File: config.mk
export PLATFORM = sky130hd
export DESIGN_NAME = host_misc_system_registers
export DESIGN_NICKNAME = d
export VERILOG_FILES = /design/src/include/hmsr_pkg.sv /design/src/include/mac_csr_if.sv /design/src/hw/host_misc_system_registers.sv /design/src/hw/mac_csr_seq.sv
export VERILOG_INCLUDE_DIRS = /design/src /design/src/include
export SDC_FILE = /design/constraint.sdc
export NUM_CORES = 1
export LEC_CHECK = 0
export BUFFER_PORTS_ARGS = -buffer_cell sky130_fd_sc_hd__buf_4
export CAP_MARGIN = 20
export CORE_MARGIN = 3
export CORE_UTILIZATION = 53
export DETAILED_ROUTE_END_ITERATION = 7
export GPL_ROUTABILITY_DRIVEN = 0
export PLACE_DENSITY = 0.76
export SLEW_MARGIN = 20
export SYNTH_ARGS = -nofsm -noshare
export SYNTH_HDL_FRONTEND = slang
export SYNTH_SLANG_ARGS = --single-unit
File: constraint.sdc
create_clock -name i_sys_clk -period 5.3 [get_ports i_sys_clk]
set_input_delay 0.265 -clock i_sys_clk [delete_from_list [all_inputs] [get_ports i_sys_clk]]
set_output_delay 0.265 -clock i_sys_clk [all_outputs]
set_load 0.01 [all_outputs]
File: src/include/hmsr_defs.svh
// Register offsets, field positions, reset values and timing constants.
`ifndef HMSR_DEFS_SVH
`define HMSR_DEFS_SVH

// ==========================================================================
// Register word offsets
// ==========================================================================
`define OFF_TIMER_COUNT   8'h90
`define OFF_ORDER_SELECT  8'h98
`define OFF_FREE_RUN      8'h9C
`define OFF_DROP_TALLY    8'hA0
`define OFF_MAC_CMD       8'hA4
`define OFF_MAC_DATA      8'hA8

// ==========================================================================
// Fields and reset values
// ==========================================================================
`define TIMER_COUNT_RST   16'hFFFF
`define ORDER_RST         32'h0000_0000
`define ORDER_SWAP_ALL    32'hFFFF_FFFF
`define DROP_RST          32'h0000_0000
`define DROP_HALF_BELOW   32'h7FFF_FFFF
`define DATA_RST          32'h0000_0000
`define CMD_RST           32'h0000_0000
`define CMD_PEND_BIT      31
`define CMD_DIR_BIT       30
`define CMD_ADDR_MSB      7
`define CMD_WR_MASK       32'hC000_00FF
`define MASK_ALL          32'hFFFF_FFFF
`define MASK_HI_HALF      32'hFFFF_0000
`define MASK_LO_HALF      32'h0000_FFFF
`define HALF_ZERO         16'h0000
`define WORD_ZERO         32'h0000_0000
`define WORD_ONE          32'h0000_0001

// ==========================================================================
// Timing
// ==========================================================================
`define SYS_CLK_MHZ       100
`define TICK_CLK_MHZ      25
`define TICK_DIV_W        4

`endif

File: src/include/hmsr_pkg.sv
// Types shared by the system register bank and its MAC access sequencer.
package hmsr_pkg;

  typedef enum logic [1:0] {
    MAC_IDLE,
    MAC_BUSY,
    MAC_DONE
  } mac_seq_state_t;

  typedef logic [31:0] word_t;

endpackage

File: src/include/mac_csr_if.sv
// Request and answer signals between the register bank and the MAC sequencer.
`timescale 1ns/1ps
`default_nettype none

interface mac_csr_if;
  logic        start;
  logic        read;
  logic [7:0]  addr;
  logic [31:0] wdata;
  logic        done;
  logic [31:0] rdata;

  modport bank (output start, output read, output addr, output wdata,
                input done, input rdata);
  modport seq  (input start, input read, input addr, input wdata,
                output done, output rdata);
endinterface

`default_nettype wire

File: src/hw/host_misc_system_registers.sv
// Host-visible system registers: timer view, halfword order, counters, MAC access.
//
// Function
// - Timer count register shows live 16-bit timer value, all ones after reset.
// - Timer enable falling edge reloads the timer preload with all ones.
// - Transmit data leaves the FIFO low-order halfword first.
// - Received data enters the FIFO with low-order halfword first.
// - Halfword order select matters only on a sixteen-bit host bus.
// - Thirty-two-bit bus: upper lines high halfword, lower lines low halfword.
// - Sixteen-bit, select not all ones: address bit one high reaches high half.
// - Sixteen-bit, select all ones: address bit one high reaches low half.
// - Free-running 32-bit counter starts at zero, counts every 25 MHz cycle.
// - Free-running counter wraps from maximum to zero and keeps counting.
// - Sixteen-bit reads of free-running counter latch whole count on first read.
// - Free-running counter may take up to 160 ns to read cleared after reset.
// - Free-running counter keeps counting in every power management state.
// - Each discarded received frame adds one to the dropped-frame tally.
// - Any read of the dropped-frame tally returns it and clears it.
// - Tally stepping from just below halfway to halfway raises an event.
// - Writing pending bit one starts MAC access; bit stays set until done.
// - Indirect read clears pending only once read data sits in data register.
// - Direction bit set means MAC read, clear means MAC write.
// - Low command byte selects the target MAC register.
// - Indirect data register holds write value and receives read value.
`timescale 1ns/1ps
`default_nettype none
`include "hmsr_defs.svh"

module host_misc_system_registers
  import hmsr_pkg::*;
#(
  parameter int TICK_DIV = `SYS_CLK_MHZ / `TICK_CLK_MHZ
) (
  input  wire logic        i_sys_clk,
  input  wire logic        i_arst_n,
  input  wire logic        i_cs_n,
  input  wire logic        i_rd_n,
  input  wire logic        i_wr_n,
  input  wire logic [7:1]  i_addr,
  input  wire logic [31:0] i_data,
  output logic      [31:0] o_data,
  output logic             o_data_oe_n,
  input  wire logic        i_bus16,
  input  wire logic [15:0] i_timer_count,
  input  wire logic        i_timer_en,
  output logic             o_preload_to_ones,
  input  wire logic        i_rx_frame_dropped,
  output logic             o_drop_halfway,
  output logic             o_mac_req,
  output logic             o_mac_read,
  output logic      [7:0]  o_mac_addr,
  output logic      [31:0] o_mac_wdata,
  input  wire logic        i_mac_ack,
  input  wire logic [31:0] i_mac_rdata
);

  localparam int PIN_W = 43;
  localparam logic [`TICK_DIV_W-1:0] TICK_LAST = `TICK_DIV_W'(TICK_DIV - 1);

  // ========================================================================
  // Host pin synchroniser
  // ========================================================================
  logic [PIN_W-1:0] pin_meta_q;
  logic [PIN_W-1:0] pin_sync_q;
  logic             bus16;
  logic             cs_n_s;
  logic             rd_n_s;
  logic             wr_n_s;
  logic [7:1]       addr_s;
  logic [31:0]      data_s;

  always_ff @(posedge i_sys_clk or negedge i_arst_n) begin
    if (!i_arst_n) begin
      pin_meta_q <= '1;
      pin_sync_q <= '1;
    end else begin
      pin_meta_q <= {i_bus16, i_cs_n, i_rd_n, i_wr_n, i_addr, i_data};
      pin_sync_q <= pin_meta_q;
    end
  end

  assign {bus16, cs_n_s, rd_n_s, wr_n_s, addr_s, data_s} = pin_sync_q;

  // ========================================================================
  // Strobe edges and halfword steering
  // ========================================================================
  logic  rd_act;
  logic  wr_act;
  logic  rd_prev_q;
  logic  wr_prev_q;
  logic  rd_start;
  logic  wr_start;
  logic  swap_halves;
  logic  hi_sel;
  logic [7:0] word_addr;
  word_t wdat;
  word_t wmask;
  word_t order_q, order_d;

  assign rd_act   = !cs_n_s && !rd_n_s;
  assign wr_act   = !cs_n_s && !wr_n_s;
  assign rd_start = rd_act && !rd_prev_q;
  assign wr_start = wr_act && !wr_prev_q;

  always_ff @(posedge i_sys_clk or negedge i_arst_n) begin
    if (!i_arst_n) begin
      rd_prev_q <= 1'b0;
      wr_prev_q <= 1'b0;
    end else begin
      rd_prev_q <= rd_act;
      wr_prev_q <= wr_act;
    end
  end

  assign word_addr = {addr_s[7:2], 2'b00};

  // Only the sixteen-bit bus looks at the order select.
  assign swap_halves = (order_q == `ORDER_SWAP_ALL);
  assign hi_sel      = addr_s[1] ^ swap_halves;

  // Write lanes: full word on a wide bus, one steered halfword otherwise.
  always_comb begin
    if (bus16) begin
      wdat  = {data_s[15:0], data_s[15:0]};
      wmask = hi_sel ? `MASK_HI_HALF : `MASK_LO_HALF;
    end else begin
      wdat  = data_s;
      wmask = `MASK_ALL;
    end
  end

  function automatic word_t merge(input word_t old_v, input word_t new_v,
                                  input word_t mask);
    merge = (old_v & ~mask) | (new_v & mask);
  endfunction

  function automatic word_t lane_out(input word_t v, input logic narrow,
                                     input logic hi);
    if (!narrow) begin
      lane_out = v;
    end else if (hi) begin
      lane_out = {`HALF_ZERO, v[31:16]};
    end else begin
      lane_out = {`HALF_ZERO, v[15:0]};
    end
  endfunction

  // ========================================================================
  // Timer view, preload reload and free-running counter
  // ========================================================================
  logic [15:0]           timer_q;
  logic                  timer_en_q;
  logic                  preload_q;
  logic [`TICK_DIV_W-1:0] div_q, div_d;
  word_t                 free_running_tick_count_q, free_running_tick_count_d;

  always_comb begin
    div_d    = div_q + `TICK_DIV_W'(1);
    free_running_tick_count_d = free_running_tick_count_q;
    if (div_q == TICK_LAST) begin
      div_d    = '0;
      free_running_tick_count_d = free_running_tick_count_q + `WORD_ONE;
    end
  end

  always_ff @(posedge i_sys_clk or negedge i_arst_n) begin
    if (!i_arst_n) begin
      timer_q    <= `TIMER_COUNT_RST;
      timer_en_q <= 1'b0;
      preload_q  <= 1'b0;
      div_q      <= '0;
      free_running_tick_count_q   <= `WORD_ZERO;
    end else begin
      timer_q    <= i_timer_count;
      timer_en_q <= i_timer_en;
      preload_q  <= timer_en_q && !i_timer_en;
      div_q      <= div_d;
      free_running_tick_count_q   <= free_running_tick_count_d;
    end
  end

  assign o_preload_to_ones = preload_q;

  // ========================================================================
  // Register bank
  // ========================================================================
  mac_csr_if csr ();

  word_t drop_q, drop_d;
  word_t cmd_q, cmd_d;
  word_t data_q, data_d;
  word_t snap_q, snap_d;
  logic  fr_half_q, fr_half_d;
  logic  start_q, start_d;
  logic  half_ev_q, half_ev_d;
  word_t rdata_q, rdata_d;
  word_t cmd_new;
  word_t fr_view;
  logic  pending;

  assign pending = cmd_q[`CMD_PEND_BIT];

  always_comb begin
    order_d   = order_q;
    drop_d    = drop_q;
    cmd_d     = cmd_q;
    data_d    = data_q;
    snap_d    = snap_q;
    fr_half_d = fr_half_q;
    start_d   = 1'b0;
    half_ev_d = 1'b0;
    rdata_d   = rdata_q;
    cmd_new   = merge(cmd_q, wdat, wmask) & `CMD_WR_MASK;
    fr_view   = free_running_tick_count_q;

    // Dropped frames; a read clears but never loses a coinciding drop.
    if (rd_start && word_addr == `OFF_DROP_TALLY) begin
      drop_d = i_rx_frame_dropped ? `WORD_ONE : `WORD_ZERO;
    end else if (i_rx_frame_dropped) begin
      drop_d    = drop_q + `WORD_ONE;
      half_ev_d = (drop_q == `DROP_HALF_BELOW);
    end

    // Host writes; command and data are held while an access is pending.
    if (wr_start) begin
      if (word_addr == `OFF_ORDER_SELECT) begin
        order_d = merge(order_q, wdat, wmask);
      end else if (word_addr == `OFF_MAC_CMD && !pending) begin
        cmd_d   = cmd_new;
        start_d = cmd_new[`CMD_PEND_BIT];
      end else if (word_addr == `OFF_MAC_DATA && !pending) begin
        data_d = merge(data_q, wdat, wmask);
      end
    end

    // Finished access; read data lands in the same cycle that pending drops.
    if (csr.done) begin
      cmd_d[`CMD_PEND_BIT] = 1'b0;
      if (cmd_q[`CMD_DIR_BIT]) begin
        data_d = csr.rdata;
      end
    end

    // Sixteen-bit free-run reads: the first half freezes the whole count.
    if (bus16 && fr_half_q) begin
      fr_view = snap_q;
    end

    if (rd_start) begin
      if (word_addr == `OFF_TIMER_COUNT) begin
        rdata_d = lane_out({`HALF_ZERO, timer_q}, bus16, hi_sel);
      end else if (word_addr == `OFF_ORDER_SELECT) begin
        rdata_d = lane_out(order_q, bus16, hi_sel);
      end else if (word_addr == `OFF_FREE_RUN) begin
        rdata_d = lane_out(fr_view, bus16, hi_sel);
        if (bus16) begin
          snap_d    = free_running_tick_count_q;
          fr_half_d = !fr_half_q;
        end
      end else if (word_addr == `OFF_DROP_TALLY) begin
        rdata_d = lane_out(drop_q, bus16, hi_sel);
      end else if (word_addr == `OFF_MAC_CMD) begin
        rdata_d = lane_out(cmd_q, bus16, hi_sel);
      end else if (word_addr == `OFF_MAC_DATA) begin
        rdata_d = lane_out(data_q, bus16, hi_sel);
      end else begin
        rdata_d = `WORD_ZERO;
      end
    end
  end

  always_ff @(posedge i_sys_clk or negedge i_arst_n) begin
    if (!i_arst_n) begin
      order_q   <= `ORDER_RST;
      drop_q    <= `DROP_RST;
      cmd_q     <= `CMD_RST;
      data_q    <= `DATA_RST;
      snap_q    <= `WORD_ZERO;
      fr_half_q <= 1'b0;
      start_q   <= 1'b0;
      half_ev_q <= 1'b0;
      rdata_q   <= `WORD_ZERO;
    end else begin
      order_q   <= order_d;
      drop_q    <= drop_d;
      cmd_q     <= cmd_d;
      data_q    <= data_d;
      snap_q    <= snap_d;
      fr_half_q <= fr_half_d;
      start_q   <= start_d;
      half_ev_q <= half_ev_d;
      rdata_q   <= rdata_d;
    end
  end

  assign o_drop_halfway = half_ev_q;
  assign o_data         = rdata_q;
  assign o_data_oe_n    = !(rd_act && rd_prev_q);

  // ========================================================================
  // MAC register access
  // ========================================================================
  assign csr.start = start_q;
  assign csr.read  = cmd_q[`CMD_DIR_BIT];
  assign csr.addr  = cmd_q[`CMD_ADDR_MSB:0];
  assign csr.wdata = data_q;

  mac_csr_seq u_mac_csr_seq (
    .i_sys_clk   (i_sys_clk),
    .i_arst_n    (i_arst_n),
    .csr         (csr.seq),
    .o_mac_req   (o_mac_req),
    .o_mac_read  (o_mac_read),
    .o_mac_addr  (o_mac_addr),
    .o_mac_wdata (o_mac_wdata),
    .i_mac_ack   (i_mac_ack),
    .i_mac_rdata (i_mac_rdata)
  );

endmodule

`default_nettype wire

File: src/hw/mac_csr_seq.sv
// Sequencer that carries one indirect access to the MAC register port.
`timescale 1ns/1ps
`default_nettype none
`include "hmsr_defs.svh"

module mac_csr_seq
  import hmsr_pkg::*;
(
  input  wire logic       i_sys_clk,
  input  wire logic       i_arst_n,
  mac_csr_if.seq          csr,
  output logic            o_mac_req,
  output logic            o_mac_read,
  output logic [7:0]      o_mac_addr,
  output logic [31:0]     o_mac_wdata,
  input  wire logic       i_mac_ack,
  input  wire logic [31:0] i_mac_rdata
);

  mac_seq_state_t state_q, state_d;
  logic           read_q, read_d;
  logic [7:0]     addr_q, addr_d;
  logic [31:0]    wdata_q, wdata_d;
  logic [31:0]    rdata_q, rdata_d;

  // ========================================================================
  // Access sequence
  // ========================================================================
  always_comb begin
    state_d = state_q;
    read_d  = read_q;
    addr_d  = addr_q;
    wdata_d = wdata_q;
    rdata_d = rdata_q;
    case (state_q)
      MAC_IDLE: begin
        if (csr.start) begin
          read_d  = csr.read;
          addr_d  = csr.addr;
          wdata_d = csr.wdata;
          state_d = MAC_BUSY;
        end
      end
      MAC_BUSY: begin
        if (i_mac_ack) begin
          if (read_q) begin
            rdata_d = i_mac_rdata;
          end
          state_d = MAC_DONE;
        end
      end
      MAC_DONE: begin
        state_d = MAC_IDLE;
      end
      default: begin
        state_d = MAC_IDLE;
      end
    endcase
  end

  always_ff @(posedge i_sys_clk or negedge i_arst_n) begin
    if (!i_arst_n) begin
      state_q <= MAC_IDLE;
      read_q  <= 1'b0;
      addr_q  <= 8'h00;
      wdata_q <= `WORD_ZERO;
      rdata_q <= `WORD_ZERO;
    end else begin
      state_q <= state_d;
      read_q  <= read_d;
      addr_q  <= addr_d;
      wdata_q <= wdata_d;
      rdata_q <= rdata_d;
    end
  end

  assign o_mac_req   = (state_q == MAC_BUSY);
  assign o_mac_read  = read_q;
  assign o_mac_addr  = addr_q;
  assign o_mac_wdata = wdata_q;
  assign csr.done    = (state_q == MAC_DONE);
  assign csr.rdata   = rdata_q;

endmodule

`default_nettype wire

Yosys cells after proc, flatten, opt, wreduce, memory -nomap -nowiden
Cells that the tools add are included.
W data, S select, Z words.
{"block": "word_totals", "register_bits": 390}
{"block": "op_classes", "n_reduce_logical": 30, "add_sub_neg": 3, "n_bitwise": 11, "mux": 44, "n_eq_ne": 14}
{"cell": "$mux W32", "count": 26}
{"cell": "$and A32 B32 Y32", "count": 4}
{"cell": "$mux W16", "count": 7}
{"cell": "$or A32 B32 Y32", "count": 3}
{"cell": "$add A32 B1 Y32 const B", "count": 2}
{"cell": "$eq A6 B6 Y1 const B", "count": 6}
{"cell": "$eq A32 B31 Y1 const B", "count": 1}
{"cell": "$eq A32 B32 Y1 const B", "count": 1}
{"cell": "$not A32 Y32", "count": 1}
{"cell": "$logic_and A1 B1 Y1", "count": 10}
{"cell": "$logic_not A1 Y1", "count": 9}
{"cell": "$reduce_and A3 Y1", "count": 3}
{"cell": "$mux W1", "count": 7}
{"cell": "$reduce_and A2 Y1", "count": 3}
{"cell": "$reduce_bool A2 Y1", "count": 3}
{"cell": "$reduce_and A5 Y1", "count": 1}
{"cell": "$add A4 B1 Y4 const B", "count": 1}
{"cell": "$eq A4 B2 Y1 const B", "count": 1}
{"cell": "$mux W2", "count": 2}
{"cell": "$mux W4", "count": 1}
{"cell": "$ne A2 B2 Y1 const B", "count": 2}
{"cell": "$pmux W2 S2", "count": 1}
{"cell": "$eq A2 B1 Y1 const B", "count": 1}
{"cell": "$eq A2 B2 Y1 const B", "count": 1}
{"cell": "other kinds (4)", "count": 5}

Logic depth before layout (Yosys ltp)
{"block": "depth", "depth_word": 13, "ltp_mapped": 9, "depth_no_buf": 7}

Modules after synthesis
A second synthesis with hierarchy kept.
{"block": "unflattened", "cells_unflattened": 1309, "area_unflattened_um2": 16658.5}
{"mod": "host_misc_system_registers", "instances": 1, "area_each_um2": 13695.6, "cells_each": 1147}
{"mod": "mac_csr_seq", "instances": 1, "area_each_um2": 2962.8, "cells_each": 162}

Worst setup path before layout
Ideal clock, no wire load.
{"block": "synth_timing", "kind": "register to register", "start": "register with a tool-made name", "end": "register with a tool-made name", "path_buffers": 1, "stages_incl_launch_ff": 8, "t_required_ns": 5.175, "slack_ns": 2.745, "setup_ns": 0.125, "t_arrival_ns": 2.430, "path_cell_list": "dfrtp_1 nand4_1 or4_4 nor2_4 mux2_4 buf_12 nor2_1 mux2_2"}

Final worst setup path
{"block": "layout_timing", "start": "register pin_sync_q[34]", "end": "register data_q[18] (netlist: csr.wdata[18])"}
{"block": "layout_between", "elab_chain_cells": 8, "elab_cells_between_ends": 11}
{"element": "start, declared", "line": "host_misc_system_registers.sv:64", "rtl": "logic [PIN_W-1:0] pin_sync_q;"}
{"element": "start signal, assigned", "line": "host_misc_system_registers.sv:78", "rtl": "pin_sync_q <= pin_meta_q;"}
{"element": "$eq A6 B6 Y1 (no source line)"}
{"element": "$logic_and A1 B1 Y1", "line": "host_misc_system_registers.sv:231", "rtl": "end else if (word_addr == `OFF_MAC_DATA && !pending) begin"}
{"element": "$mux W32", "line": "host_misc_system_registers.sv:231"}
{"element": "$mux W32", "line": "host_misc_system_registers.sv:228", "rtl": "end else if (word_addr == `OFF_MAC_CMD && !pending) begin"}
{"element": "$mux W32 *", "line": "host_misc_system_registers.sv:226", "rtl": "if (word_addr == `OFF_ORDER_SELECT) begin"}
{"element": "$mux W32 *", "line": "host_misc_system_registers.sv:225", "rtl": "if (wr_start) begin"}
{"element": "$mux W32", "line": "host_misc_system_registers.sv:239", "rtl": "if (cmd_q[`CMD_DIR_BIT]) begin"}
{"element": "$mux W32 *", "line": "host_misc_system_registers.sv:237", "rtl": "if (csr.done) begin"}
{"element": "named net data_d[18]", "line": "host_misc_system_registers.sv:191", "rtl": "word_t data_q, data_d;"}
{"element": "end signal, assigned", "line": "host_misc_system_registers.sv:277", "rtl": "data_q <= `DATA_RST;"}
{"element": "end signal, assigned", "line": "host_misc_system_registers.sv:287", "rtl": "data_q <= data_d;"}
{"element": "end, declared", "line": "host_misc_system_registers.sv:191"}
The timed path passes the listed nets; every way through them passes the cells marked *.
A chain may end at the register's enable or synchronous reset.

==> impl_metrics.ini <==
[finish]
nets = 1664
stdcell_count = 1988
multi_input_area_um2 = 6110
drive_gt1_share_pct = 33.7
n_antenna_cell = 0
regArea_um2 = 9890
area_delta_synth_final_pct = 24.4
fillCellCount = 2169

[clock_tree]
postCtsResizedCells = 0
clock-sinks = 390
cts_buffer_depth = 3
cts_made_buffers = 41
cts-htree-levels = 2
clock_latency_ps = 550
cts-hold-fix-buffers = 95
cts_tree = yes
clockRootBuffer = clkbuf_16
post_cts_buffers = 0
clk_pin_slew_worst_paths_ps = 60

[setup_path]
cp-end-kind = flip-flop
crit_slowest_cell = dfstp_2
cpPeakStageDelay_ps = 1080
criticalPathCategory = reg -> reg
cp-start-kind = flip-flop
cp_cell_sequence = clkinv_1 -> nor3_2 -> buf_4 -> nand2_1 -> a21oi_4 -> mux2i_1 -> o21ai_0
crit_path_max_fanout = 36
cp_top_family = flip-flops
cp.required_ps = 5660
crit_buf_inv = 2
arrival_ps = 3890

[route]
via_per_inst = 5.77
wire_per_inst_um = 21.4
via_count = 11500
dr.pass1.iters = 5
drtIter0Drc = 990
drc_errors = 0
routed_wl_um = 42500
ant_nets = 0

[floorplanning]
die_y_um = 181
die_w_um = 181
start_util_pct = 54.4
die-area_um2 = 32900
ioPinCount = 173
core_area_um2 = 30000
row_count = 63

[yosys]
syn_area_um2 = 16300
synth_common_cells = dfrtp_1, mux2_2, nand2_1
synth_cell_types = 60
synth-main-ff-cell = dfrtp_1
ys_top_cells_by_area = dfrtp_1, dfstp_2, mux2_2, mux2i_1, nand2_1
post-synth-top-count-cell = dfrtp_1
ys_seq_area_share_pct = 60.6
syn_avg_cell_area_um2 = 12.5
synth_cells = 1307
yosysWarnings = 0
synth_fp_nets = 1406
synth_edf_count = 0
async_flop_share_pct = 100
synth-seq-cells = 390
yosysTopAreaCell = dfrtp_1
yosysTopAreaCellShare_pct = 44.2

[global_routing]
gr-usage-all-layers_pct = 25.6
gr-total-overflow = 0
grt_pass1_wl_um = 66400
antenna_found_initial = 2
grt_max_degree = 132
first_global_vias = 11600

[sta]
tightest_slew_ps = 1000
tns_ps = 0
worst_clock_skew_ps = 17.7
timing.final.ws_setup_ps = 1770
slew_violations = 0
fin_crit_ps = 3530
max_freq_mhz = 283
layout_worst_path_cycle_share_pct = 66.6
rsz0062_at_grt = no
finalSetupViolCount = 0
maxSlewHeadroom_pct = 33.2
hold_viol_final = 0

[placement]
post-place-ws_ps = 1540
placed_cells = 1817
io_buffers = 172
hpwl_um = 28500

[power]
ir_worst_vdd_uv = 246
powerDensity_nw_per_um2 = 323
leakage_nw = 9.19

[run]
cap_violations = 0

[run_status]
status = finished, final reports clean

[worst_hold_path]
hold_class = reg -> reg
power by group:
part | total, mW | leakage [nW] | internal [mW] | switching [mW]
Clock | 2.84 | 0.676 | 1.65 | 1.19
Combinational | 0.450 | 3.49 | 0.223 | 0.227
Sequential | 3.25 | 5.02 | 3.13 | 0.126
Total | 6.55 | 9.19 | 5.00 | 1.55
cell usage in the layout, fill, tap and decap left out, types with 5 or more instances in the layout:
master,netlist,final
and3_1,10,10
nor3_1,12,9
or3_1,13,13
clkinv_2,0,10
o22ai_1,5,5
clkbuf_1,51,8
a31oi_1,11,11
inv_1,8,8
and2_1,6,5
nand4_1,24,24
and4_1,5,5
dfrtp_1,288,288
xnor2_1,35,35
xor2_1,23,23
clkbuf_8,0,11
a211oi_1,16,16
o211a_1,5,5
a21o_1,5,5
mux2i_1,88,88
nor2_1,73,73
nand2_1,130,130
clkbuf_16,0,43
o21ai_0,73,73
dfstp_2,102,102
a221oi_1,8,8
mux2_2,161,161
buf_4,2,190
nand3_1,25,25
nor2b_1,9,9
a21oi_1,37,37
a22oi_1,14,14
dlygate4sd3_1,0,95
area by class of cell:
| class | count | share of cell area (%) |
|---|---|---|
| inverter | 9 | 0.167 |
| multi-input combinational | 836 | 30.1 |
| clock buffer | 62 | 6.20 |
| tap | 390 | 2.41 |
| sequential | 390 | 48.7 |
| timing repair buffer | 287 | 11.9 |
| clock inverter | 14 | 0.481 |
layer usage:
metal | GRT usage, % | up-vias | part of all wire (%)
met2 | 39.9 | 465 | 47
met5 | 0 | - | 0.16
met4 | 7.74 | 4 | 3.2
li1 | - | 5149 | -
met1 | 36.8 | 5746 | 43
met3 | 5.03 | 103 | 6.9
final timing paths:
check / cells after the start / endpoint / start / slack (ps)
worst min register to register: 0 / pin_sync_q[36] / pin_meta_q[36] / 350
min in group asynchronous: 2 / free_running_tick_count_q[24] / i_arst_n / 410
worst min-delay path: 0 / pin_sync_q[36] / pin_meta_q[36] / 350
worst max register to register: 7 / csr.wdata[18] / pin_sync_q[34] / 1770
max in group asynchronous: 3 / rd_prev_q / i_arst_n / 3590
worst max-delay path: 7 / csr.wdata[18] / pin_sync_q[34] / 1770
kinds of logic (layout without fill, tap and decap cells):
logic type | Yosys count | count (layout) | synth area share (%)
AO/OA/AOI/OAI | 195 | 195 | 7.53
flip-flops | 390 | 390 | 60.6
buffers and inverters | 81 | 372 | 2.19
XOR/XNOR | 58 | 58 | 3.12
multiplexers | 254 | 254 | 16.9
adder cells (fa/ha/maj) | 3 | 3 | 0.230
AND/OR/NAND/NOR | 326 | 326 | 9.38
metrics by stage:
step	util, %	instance area [um2]	total power [mW]	hold WS [ps]
2_1_floorplan	-	16300	3.44	-30.6
3_3_place_gp	60.0	18000	3.68	346
3_5_place_dp	60.0	18000	3.69	347
4_1_cts	67.7	20300	6.59	342
5_1_grt	67.7	20300	6.77	355
6_report	67.7	20300	6.55	354
Power figures use the tool's default switching activity.
